$ cat src/hdl/sfwm_pkg.sv
// constants shared by the serial fifo watermark controller
package sfwm_pkg;
  // register port geometry
  localparam int ADDR_W = 8;
  localparam int DATA_W = 16;

  // fifo geometry
  localparam int FIFO_DEPTH = 16;
  localparam int LVL_W      = 5;
  localparam int WM_W       = 3;

  // register byte offsets
  localparam logic [ADDR_W-1:0] OFS_FIFO_CTRL = 8'h00;
  localparam logic [ADDR_W-1:0] OFS_REQ_EN    = 8'h04;
  localparam logic [ADDR_W-1:0] OFS_TX_DATA   = 8'h08;
  localparam logic [ADDR_W-1:0] OFS_RX_DATA   = 8'h0c;
  localparam logic [ADDR_W-1:0] OFS_IRQ_STAT  = 8'h10;
  localparam logic [ADDR_W-1:0] OFS_IRQ_MASK  = 8'h14;

  // fifo_threshold_and_level field positions
  localparam int TX_WM_LSB = 13;
  localparam int TX_UA_LSB = 8;
  localparam int RX_WM_LSB = 5;
  localparam int RX_UA_LSB = 0;

  // request_enable_register bit positions and writable mask
  localparam int TX_DMA_BIT    = 15;
  localparam int TX_REQ_EN_BIT = 12;
  localparam int RX_DMA_BIT    = 11;
  localparam int RX_REQ_EN_BIT = 8;
  localparam logic [DATA_W-1:0] REQ_EN_MASK = 16'h9900;

  // interrupt status bit positions
  localparam int ST_TX_REQ = 0;
  localparam int ST_RX_REQ = 1;
  localparam int ST_TX_OVF = 2;
  localparam int ST_TX_UDF = 3;
  localparam int ST_RX_OVF = 4;
  localparam int ST_RX_UDF = 5;
  localparam int ST_W      = 6;

  // watermark codes
  localparam logic [WM_W-1:0] WM_000 = 3'h0;
  localparam logic [WM_W-1:0] WM_100 = 3'h4;
  localparam logic [WM_W-1:0] WM_101 = 3'h5;
  localparam logic [WM_W-1:0] WM_110 = 3'h6;
  localparam logic [WM_W-1:0] WM_111 = 3'h7;
  localparam logic [WM_W-1:0] WM_RESET = 3'h0;

  // thresholds in stages
  localparam logic [LVL_W-1:0] THR_1  = 5'h01;
  localparam logic [LVL_W-1:0] THR_4  = 5'h04;
  localparam logic [LVL_W-1:0] THR_8  = 5'h08;
  localparam logic [LVL_W-1:0] THR_12 = 5'h0c;
  localparam logic [LVL_W-1:0] THR_16 = 5'h10;
endpackage

$ cat src/hdl/sfwm_fifo.sv
// sixteen-stage word fifo with occupancy count and look-ahead count
`timescale 1ns/1ns
`default_nettype none
module sfwm_fifo #(
  parameter int WIDTH = 16,
  parameter int DEPTH = 16
) (
  // clock and reset
  input  wire logic                     core_clk,
  input  wire logic                     reset,
  // filling side
  input  wire logic                     push,
  input  wire logic [WIDTH-1:0]         push_data,
  // draining side
  input  wire logic                     pop,
  output logic      [WIDTH-1:0]         head,
  // state
  output logic      [$clog2(DEPTH):0]   count,
  output logic      [$clog2(DEPTH):0]   count_nxt,
  output logic                          full,
  output logic                          empty
);
  localparam int PW = $clog2(DEPTH);
  localparam logic [PW:0] DEPTH_C = (PW+1)'(DEPTH);
  localparam logic [PW:0] ONE_C   = (PW+1)'(1);

  // refuse depths the pointer wrap cannot serve
  if (DEPTH < 2 || (1 << PW) != DEPTH) begin : g_chk
    $error("sfwm_fifo depth must be a power of two");
  end

  logic [WIDTH-1:0] mem [DEPTH];
  logic [PW-1:0]    wr_ptr_r;
  logic [PW-1:0]    rd_ptr_r;
  logic [PW:0]      count_r;
  wire              do_push;
  wire              do_pop;

  // full depth always in use, never cut by the watermark
  assign full    = (count_r == DEPTH_C);
  assign empty   = (count_r == '0);
  assign do_push = push & ~full;
  assign do_pop  = pop & ~empty;
  assign head    = mem[rd_ptr_r];
  assign count   = count_r;

  // occupancy after this edge
  always_comb begin
    count_nxt = count_r;
    if (do_push && !do_pop) begin
      count_nxt = count_r + ONE_C;
    end else if (do_pop && !do_push) begin
      count_nxt = count_r - ONE_C;
    end
  end

  // storage write
  always_ff @(posedge core_clk) begin
    if (do_push) begin
      mem[wr_ptr_r] <= push_data;
    end
  end

  // pointers and count
  always_ff @(posedge core_clk) begin
    if (reset) begin
      wr_ptr_r <= '0;
      rd_ptr_r <= '0;
      count_r  <= '0;
    end else begin
      if (do_push) begin
        wr_ptr_r <= wr_ptr_r + PW'(1);
      end
      if (do_pop) begin
        rd_ptr_r <= rd_ptr_r + PW'(1);
      end
      count_r <= count_nxt;
    end
  end
endmodule
`default_nettype wire

$ cat src/hdl/sfwm_thresh.sv
// watermark code decoder and level comparator
`timescale 1ns/1ns
`default_nettype none
module sfwm_thresh #(
  parameter bit RX = 1'b0
) (
  // watermark code and level in stages
  input  wire logic [sfwm_pkg::WM_W-1:0]  code,
  input  wire logic [sfwm_pkg::LVL_W-1:0] level,
  // threshold met
  output logic                            hit
);
  logic [sfwm_pkg::LVL_W-1:0] thr;

  // prohibited codes fall back to the 000 threshold
  always_comb begin
    thr = RX ? sfwm_pkg::THR_1 : sfwm_pkg::THR_16;
    case (code)
      sfwm_pkg::WM_100: thr = RX ? sfwm_pkg::THR_4  : sfwm_pkg::THR_12;
      sfwm_pkg::WM_101: thr = sfwm_pkg::THR_8;
      sfwm_pkg::WM_110: thr = RX ? sfwm_pkg::THR_12 : sfwm_pkg::THR_4;
      sfwm_pkg::WM_111: thr = RX ? sfwm_pkg::THR_16 : sfwm_pkg::THR_1;
      default:          thr = RX ? sfwm_pkg::THR_1  : sfwm_pkg::THR_16;
    endcase
  end

  assign hit = (level >= thr);
endmodule
`default_nettype wire

$ cat src/hdl/sfwm_top.sv
// serial fifo watermark controller: fifos, levels, requests, registers
`timescale 1ns/1ns
`default_nettype none
module sfwm_top #(
  parameter int WORD_W     = 16,
  parameter int FIFO_DEPTH = 16
) (
  // clock and reset
  input  wire logic                         core_clk,
  input  wire logic                         reset,
  // register port
  input  wire logic [sfwm_pkg::ADDR_W-1:0]  reg_addr,
  input  wire logic [sfwm_pkg::DATA_W-1:0]  reg_wdata,
  input  wire logic                         reg_wr,
  input  wire logic                         reg_rd,
  output logic      [sfwm_pkg::DATA_W-1:0]  reg_rdata,
  // transmit shift logic
  input  wire logic                         tx_shift_pop,
  output logic      [WORD_W-1:0]            tx_shift_word,
  output logic                              tx_shift_valid,
  output logic                              tx_fifo_empty,
  // receive shift logic
  input  wire logic                         rx_shift_push,
  input  wire logic [WORD_W-1:0]            rx_shift_word,
  output logic                              rx_fifo_full,
  // dma requests and cpu interrupt
  output logic                              tx_dma_req,
  output logic                              rx_dma_req,
  output logic                              irq
);
  localparam int LW = sfwm_pkg::LVL_W;
  localparam int DW = sfwm_pkg::DATA_W;
  localparam int WW = sfwm_pkg::WM_W;
  localparam logic [LW-1:0] DEPTH_C = LW'(sfwm_pkg::FIFO_DEPTH);

  // refuse settings the thresholds and register layout cannot serve
  if (FIFO_DEPTH != sfwm_pkg::FIFO_DEPTH) begin : g_chk_depth
    $error("sfwm_top fifo depth must match the 16-stage thresholds");
  end
  if (WORD_W < 1 || WORD_W > sfwm_pkg::DATA_W) begin : g_chk_word
    $error("sfwm_top word width must fit the register data");
  end

  // registers
  logic [WW-1:0]        tx_wm_r;
  logic [WW-1:0]        rx_wm_r;
  logic [DW-1:0]        req_en_r;
  logic [sfwm_pkg::ST_W-1:0] stat_r;
  logic [sfwm_pkg::ST_W-1:0] mask_r;
  logic [DW-1:0]        rdata_r;
  logic [WORD_W-1:0]    tx_word_r;
  logic                 tx_valid_r;
  logic                 tx_empty_r;
  logic                 rx_full_r;
  logic                 tx_dma_r;
  logic                 rx_dma_r;
  logic                 irq_r;

  // address decode
  wire sel_ctrl = (reg_addr == sfwm_pkg::OFS_FIFO_CTRL);
  wire sel_en   = (reg_addr == sfwm_pkg::OFS_REQ_EN);
  wire sel_txd  = (reg_addr == sfwm_pkg::OFS_TX_DATA);
  wire sel_rxd  = (reg_addr == sfwm_pkg::OFS_RX_DATA);
  wire sel_stat = (reg_addr == sfwm_pkg::OFS_IRQ_STAT);
  wire sel_mask = (reg_addr == sfwm_pkg::OFS_IRQ_MASK);

  // strobes per register
  wire wr_ctrl  = reg_wr & sel_ctrl;
  wire wr_en    = reg_wr & sel_en;
  wire wr_txd   = reg_wr & sel_txd;
  wire wr_mask  = reg_wr & sel_mask;
  wire rd_rxd   = reg_rd & sel_rxd;
  wire rd_stat  = reg_rd & sel_stat;

  // fifo status wires
  wire [WORD_W-1:0] tx_head;
  wire [WORD_W-1:0] rx_head;
  wire [LW-1:0]     tx_count;
  wire [LW-1:0]     tx_count_nxt;
  wire [LW-1:0]     rx_count;
  wire [LW-1:0]     rx_count_nxt;
  wire              tx_full;
  wire              tx_empty;
  wire              rx_full;
  wire              rx_empty;

  // transfer events and errors
  wire tx_ovf_ev = wr_txd & tx_full;
  wire tx_udf_ev = tx_shift_pop & tx_empty;
  wire rx_ovf_ev = rx_shift_push & rx_full;
  wire rx_udf_ev = rd_rxd & rx_empty;

  // transmit fifo, filled by software or dma, drained by the shifter
  sfwm_fifo #(
    .WIDTH (WORD_W),
    .DEPTH (FIFO_DEPTH)
  ) u_tx_fifo (
    .core_clk  (core_clk),
    .reset     (reset),
    .push      (wr_txd),
    .push_data (reg_wdata[WORD_W-1:0]),
    .pop       (tx_shift_pop),
    .head      (tx_head),
    .count     (tx_count),
    .count_nxt (tx_count_nxt),
    .full      (tx_full),
    .empty     (tx_empty)
  );

  // receive fifo, filled by the shifter, drained by software or dma
  sfwm_fifo #(
    .WIDTH (WORD_W),
    .DEPTH (FIFO_DEPTH)
  ) u_rx_fifo (
    .core_clk  (core_clk),
    .reset     (reset),
    .push      (rx_shift_push),
    .push_data (rx_shift_word),
    .pop       (rd_rxd),
    .head      (rx_head),
    .count     (rx_count),
    .count_nxt (rx_count_nxt),
    .full      (rx_full),
    .empty     (rx_empty)
  );

  // usable words: free space for transmit, valid words for receive
  wire [LW-1:0] tx_usable     = DEPTH_C - tx_count;
  wire [LW-1:0] tx_usable_nxt = DEPTH_C - tx_count_nxt;
  wire [LW-1:0] rx_usable     = rx_count;

  // next values of the control fields, so requests track the edge exactly
  wire [WW-1:0] tx_wm_nxt  = wr_ctrl ? reg_wdata[sfwm_pkg::TX_WM_LSB +: WW] : tx_wm_r;
  wire [WW-1:0] rx_wm_nxt  = wr_ctrl ? reg_wdata[sfwm_pkg::RX_WM_LSB +: WW] : rx_wm_r;
  wire [DW-1:0] req_en_nxt = wr_en ? (reg_wdata & sfwm_pkg::REQ_EN_MASK) : req_en_r;
  wire [sfwm_pkg::ST_W-1:0] mask_nxt = wr_mask ? reg_wdata[sfwm_pkg::ST_W-1:0] : mask_r;

  // watermark comparators on the post-edge levels
  wire tx_hit;
  wire rx_hit;

  sfwm_thresh #(
    .RX (1'b0)
  ) u_tx_thresh (
    .code  (tx_wm_nxt),
    .level (tx_usable_nxt),
    .hit   (tx_hit)
  );

  sfwm_thresh #(
    .RX (1'b1)
  ) u_rx_thresh (
    .code  (rx_wm_nxt),
    .level (rx_count_nxt),
    .hit   (rx_hit)
  );

  // request enables and routing selects
  wire tx_req_en  = req_en_nxt[sfwm_pkg::TX_REQ_EN_BIT];
  wire rx_req_en  = req_en_nxt[sfwm_pkg::RX_REQ_EN_BIT];
  wire tx_dma_sel = req_en_nxt[sfwm_pkg::TX_DMA_BIT];
  wire rx_dma_sel = req_en_nxt[sfwm_pkg::RX_DMA_BIT];

  // data requests gated by their enables
  wire tx_req = tx_hit & tx_req_en;
  wire rx_req = rx_hit & rx_req_en;

  // route each request to dma or to the cpu interrupt
  wire tx_dma_nxt = tx_req & tx_dma_sel;
  wire rx_dma_nxt = rx_req & rx_dma_sel;
  wire tx_cpu_ev  = tx_req & ~tx_dma_sel;
  wire rx_cpu_ev  = rx_req & ~rx_dma_sel;

  // sticky status: read clears, a set in the same cycle wins
  logic [sfwm_pkg::ST_W-1:0] stat_set;
  always_comb begin
    stat_set = '0;
    stat_set[sfwm_pkg::ST_TX_REQ] = tx_cpu_ev;
    stat_set[sfwm_pkg::ST_RX_REQ] = rx_cpu_ev;
    stat_set[sfwm_pkg::ST_TX_OVF] = tx_ovf_ev;
    stat_set[sfwm_pkg::ST_TX_UDF] = tx_udf_ev;
    stat_set[sfwm_pkg::ST_RX_OVF] = rx_ovf_ev;
    stat_set[sfwm_pkg::ST_RX_UDF] = rx_udf_ev;
  end
  wire [sfwm_pkg::ST_W-1:0] stat_keep = rd_stat ? '0 : stat_r;
  wire [sfwm_pkg::ST_W-1:0] stat_nxt  = stat_keep | stat_set;
  wire                      irq_nxt   = |(stat_nxt & mask_nxt);

  // packed view of fifo_threshold_and_level
  logic [DW-1:0] ctrl_view;
  always_comb begin
    ctrl_view = '0;
    ctrl_view[sfwm_pkg::TX_WM_LSB +: WW] = tx_wm_r;
    ctrl_view[sfwm_pkg::TX_UA_LSB +: LW] = tx_usable;
    ctrl_view[sfwm_pkg::RX_WM_LSB +: WW] = rx_wm_r;
    ctrl_view[sfwm_pkg::RX_UA_LSB +: LW] = rx_usable;
  end

  // read mux; unmapped offsets and the tx data port read zero
  logic [DW-1:0] rsel;
  always_comb begin
    rsel = '0;
    if (sel_ctrl) begin
      rsel = ctrl_view;
    end else if (sel_en) begin
      rsel = req_en_r;
    end else if (sel_rxd && !rx_empty) begin
      rsel[WORD_W-1:0] = rx_head;
    end else if (sel_stat) begin
      rsel[sfwm_pkg::ST_W-1:0] = stat_r;
    end else if (sel_mask) begin
      rsel[sfwm_pkg::ST_W-1:0] = mask_r;
    end
  end
  wire [DW-1:0] rdata_nxt = reg_rd ? rsel : '0;

  // transmit watermark field
  always_ff @(posedge core_clk) begin
    if (reset) begin
      tx_wm_r <= sfwm_pkg::WM_RESET;
    end else begin
      tx_wm_r <= tx_wm_nxt;
    end
  end

  // receive watermark field
  always_ff @(posedge core_clk) begin
    if (reset) begin
      rx_wm_r <= sfwm_pkg::WM_RESET;
    end else begin
      rx_wm_r <= rx_wm_nxt;
    end
  end

  // request enables and dma selects
  always_ff @(posedge core_clk) begin
    if (reset) begin
      req_en_r <= '0;
    end else begin
      req_en_r <= req_en_nxt;
    end
  end

  // sticky interrupt status
  always_ff @(posedge core_clk) begin
    if (reset) begin
      stat_r <= '0;
    end else begin
      stat_r <= stat_nxt;
    end
  end

  // interrupt mask
  always_ff @(posedge core_clk) begin
    if (reset) begin
      mask_r <= '0;
    end else begin
      mask_r <= mask_nxt;
    end
  end

  // level interrupt, tracks status and mask with the same edge
  always_ff @(posedge core_clk) begin
    if (reset) begin
      irq_r <= 1'b0;
    end else begin
      irq_r <= irq_nxt;
    end
  end

  // register read data, valid only in the cycle after the strobe
  always_ff @(posedge core_clk) begin
    if (reset) begin
      rdata_r <= '0;
    end else begin
      rdata_r <= rdata_nxt;
    end
  end

  // transmit word valid, one cycle after a pop that found a word
  always_ff @(posedge core_clk) begin
    if (reset) begin
      tx_valid_r <= 1'b0;
    end else begin
      tx_valid_r <= tx_shift_pop & ~tx_empty;
    end
  end

  // transmit word to the shifter, held until the next good pop
  always_ff @(posedge core_clk) begin
    if (reset) begin
      tx_word_r <= '0;
    end else if (tx_shift_pop && !tx_empty) begin
      tx_word_r <= tx_head;
    end
  end

  // fifo flags on post-edge occupancy
  always_ff @(posedge core_clk) begin
    if (reset) begin
      tx_empty_r <= 1'b1;
      rx_full_r  <= 1'b0;
    end else begin
      tx_empty_r <= (tx_count_nxt == '0);
      rx_full_r  <= (rx_count_nxt == DEPTH_C);
    end
  end

  // dma requests on post-edge levels and settings
  always_ff @(posedge core_clk) begin
    if (reset) begin
      tx_dma_r <= 1'b0;
      rx_dma_r <= 1'b0;
    end else begin
      tx_dma_r <= tx_dma_nxt;
      rx_dma_r <= rx_dma_nxt;
    end
  end

  // outputs straight from flops
  assign reg_rdata      = rdata_r;
  assign tx_shift_word  = tx_word_r;
  assign tx_shift_valid = tx_valid_r;
  assign tx_fifo_empty  = tx_empty_r;
  assign rx_fifo_full   = rx_full_r;
  assign tx_dma_req     = tx_dma_r;
  assign rx_dma_req     = rx_dma_r;
  assign irq            = irq_r;
endmodule
`default_nettype wire

$ cat config.mk
export PLATFORM = sky130hd
export DESIGN_NAME = sfwm_top
export DESIGN_NICKNAME = d
export VERILOG_FILES = /design/src/hdl/sfwm_pkg.sv /design/src/hdl/sfwm_fifo.sv /design/src/hdl/sfwm_thresh.sv /design/src/hdl/sfwm_top.sv
export SDC_FILE = /design/constraint.sdc
export NUM_CORES = 1
export LEC_CHECK = 0
export BUFFER_PORTS_ARGS = -buffer_cell sky130_fd_sc_hd__buf_4
export CAP_MARGIN = 20
export CORE_ASPECT_RATIO = 1.1
export CORE_UTILIZATION = 25
export CTS_BUF_LIST = sky130_fd_sc_hd__clkbuf_4
export DETAILED_ROUTE_END_ITERATION = 16
export GPL_ROUTABILITY_DRIVEN = 1
export SETUP_SLACK_MARGIN = 0.05
export SLEW_MARGIN = 30
export SYNTH_ARGS = -nofsm -noshare
export SYNTH_HDL_FRONTEND = slang
export SYNTH_HIERARCHICAL = 1
export SYNTH_SLANG_ARGS = --single-unit
$ cat constraint.sdc
create_clock -name core_clk -period 4.7 [get_ports core_clk]
set_input_delay 0.94 -clock core_clk [delete_from_list [all_inputs] [get_ports core_clk]]
set_output_delay 0.94 -clock core_clk [all_outputs]
set_load 0.01 [all_outputs]
==> reports/results.txt <==
Run status: finished, final reports clean
Setup TNS: 0 ps
IO buf count: 83
R2R setup slack: 980 ps
Hold Path Origin: rx_shift_word[9]
Tot GR Track Use: 0.125
1st-pass router iterations: 7
DRC: 0
Die Y: 327 um
Path depth of the worst reg2reg path: 16
Number of hold buffers added after cts: 0
Placed cell count: 2657
# Post-CTS Setup Buffers: 0
Most used DFF post-synth: edfxtp_1
Nets@finish: 1624
Die area: 97000 sq um
Row cnt: 118
Initial Util: 0.253
Core area: 94500 sq um
Min cycle time layout: 3720 ps
Final Hold Viols: 0
WHS: 253 ps
Die width: 297 um
Power per cell area: 419 nW/um^2
Clock skew: 74.9 ps
Design area: 28200 sq um
Clock Sinks: 606
Vias: 13.5k
Share of cells above drive strength 1: 0.328
Asr flop ratio synth: 0
VDD IR max: 261 uV
RSZ-0062 raised after global routing: false
Seq cells post-synth: 606
Crit path max fanout: 7
Starting DRC count in detailed routing: 1184
Num CTS Buffers: 154
Clock Path Buffers: 3
Post-Syn Instances: 1335
Max Cap Viol: 0
Min-Delay Path Class: primary input to flop
Routability cong.: 0.870
Setup violators final: 0
Crit end category: flop
Initial antenna violation count: 3
Critical Path RT: 5520 ps
Top cells by area, synth: edfxtp_1, mux4_2, dfxtp_1
Clk slew on worst S/H paths: 70 ps
Post-synthesis sequential area ratio: 0.721
Detailed Place HPWL: 37700 um
Synth-to-Final Area Change: 17.9%
Post-DR vias/cell: 4.61
Post-synth EDFFs: 512
Slew at the pin closest to its max-slew limit: 924 ps
Most common cell in the netlist: edfxtp_1
CP arrival: 4530 ps
CTS H-Tree Depth: 4
Post-Layout Cell Count: 2932
Reg-to-Reg End: irq
Crit Reg-Reg Startpoint: u_tx_fifo/count[0]
Post_cts resized: 0
CTS tree: done
Clk_lat worst skew: 970 ps
Pin count of the biggest net entering global routing: 72
Total gr overflow: 0
Final core occ: 0.299
Yosys cell types: 62
Slew margin rel.: 0.383
Final period util: 0.790
Global-route wire length before repair: 89500 um
Syn nets: 1406
Via count of the first global-routing pass: 13.9k
Max Freq: 269 MHz
# fillers: 9466
Cell Area, Synth: 23900 sq um
Worst Setup Start Kind: flop
Synth Area per Inst: 17.9 sq um
Ports: 84
Commonest cells post-synth: edfxtp_1, mux4_2, dfxtp_1
Root buf cell: clkbuf_4
Crit path kind: flop to flop
DRT antenna net count: 0
Worst setup startpoint: u_tx_fifo/count[0]
WHS Endpoint: u_rx_fifo/mem[5][9]
Post-Route WL: 60700 um
Routed len/inst: 20.7 um
Synth warnings: 6
Worst Hold Path Cells: 1
Post-DP Area: 26300 sq um
Post-synth top area share: 0.642
Largest area contributor in the netlist: edfxtp_1
Max-slew violation count: 0
P_leak: 9.24 nW
## cell usage in the layout (no fill, tap or decap), drive strengths merged, types with 13 or more instances in the layout
cell type    n
nand3       13
nand2       95
edfxtp     512
ha          25
nor2        46
dfxtp       94
inv         36
a22oi       79
clkbuf     220
clkinv      43
and2        27
a21oi       37
mux4       128
xnor2       17
buf        135
## stage by stage
step | setup slack, ps | total power [mW]
CTS | 982 | 12.0
finish | 985 | 11.8
global route | 639 | 12.4
global placement | 443 | 7.57
floorplan | 583 | 7.15
detailed placement | 378 | 7.60
## how the worst max path moves through the flow
stage | end | slack [ps] | cells past startpoint
after detailed placement | irq | 380 | 15
final | irq | 980 | 16
after floorplan | irq | 580 | 17
after CTS | irq | 980 | 16
after global routing | irq | 640 | 16
after global placement | irq | 440 | 15
## metal layers
metal / global-route usage / part of all wire / up-vias
met3: 0.0351 / 0.078 / 116
met4: 0.0520 / 0.028 / 0
li1: - / - / 5877
met1: 0.164 / 0.43 / 6949
met5: 0 / 0 / -
met2: 0.193 / 0.46 / 564
## sequential cells by signal, summed over array words and instances, names as in the netlist, 4 cells and up, named ones only
signal / flops
req_en_r: 4
mask_r: 6
u_rx_fifo/rd_ptr_r: 4
u_tx_fifo/count: 5
reg_rdata: 16
u_tx_fifo/rd_ptr_r: 4
tx_shift_word: 16
u_rx_fifo/wr_ptr_r: 4
u_rx_fifo/mem: 256
u_rx_fifo/count: 5
stat_r: 6
u_tx_fifo/mem: 256
u_tx_fifo/wr_ptr_r: 4
## kinds of logic after synthesis
family / Yosys count / share of synthesized area
AO/OA/AOI/OAI: 158 / 0.0482
XOR/XNOR: 26 / 0.00951
adder cells (fa/ha/maj): 25 / 0.0131
buffers and inverters: 103 / 0.0187
flip-flops: 606 / 0.721
multiplexers: 151 / 0.131
AND/OR/NAND/NOR: 266 / 0.0594
## area by class of cell
class / instances / area (sq um) / share of cell area
diodes: 4 / 10.0 / 0.000355
clock buffers: 220 / 1650 / 0.0585
clock inverters: 51 / 277 / 0.00979
inverters: 30 / 118 / 0.00417
multi-input cells: 626 / 6300 / 0.223
flip-flops and latches: 606 / 17300 / 0.612
well taps: 1260 / 1580 / 0.0558
repair buffers: 135 / 1030 / 0.0365
## power breakdown
part | total [mW] | internal, mW | switching [mW]
clock | 4.36 | 2.23 | 2.13
combinational | 1.38 | 0.661 | 0.723
sequential | 6.09 | 5.93 | 0.160
total | 11.8 | 8.82 | 3.01
## worst max-delay path, stage by stage, from the launching register on
cell      delay (ps)
dfxtp_1          390
inv_1            120
ha_1             200
or4b_4           520
inv_2            190
o211ai_1         160
a211oi_2         310
a31oi_1           90
inv_1             80
ha_1             190
nor3b_1          210
ha_1             260
inv_1             60
ha_1             220
a21o_1           180
a22oi_1          250
o221ai_2         120
No activity file was read; power rests on OpenSTA's default activity.
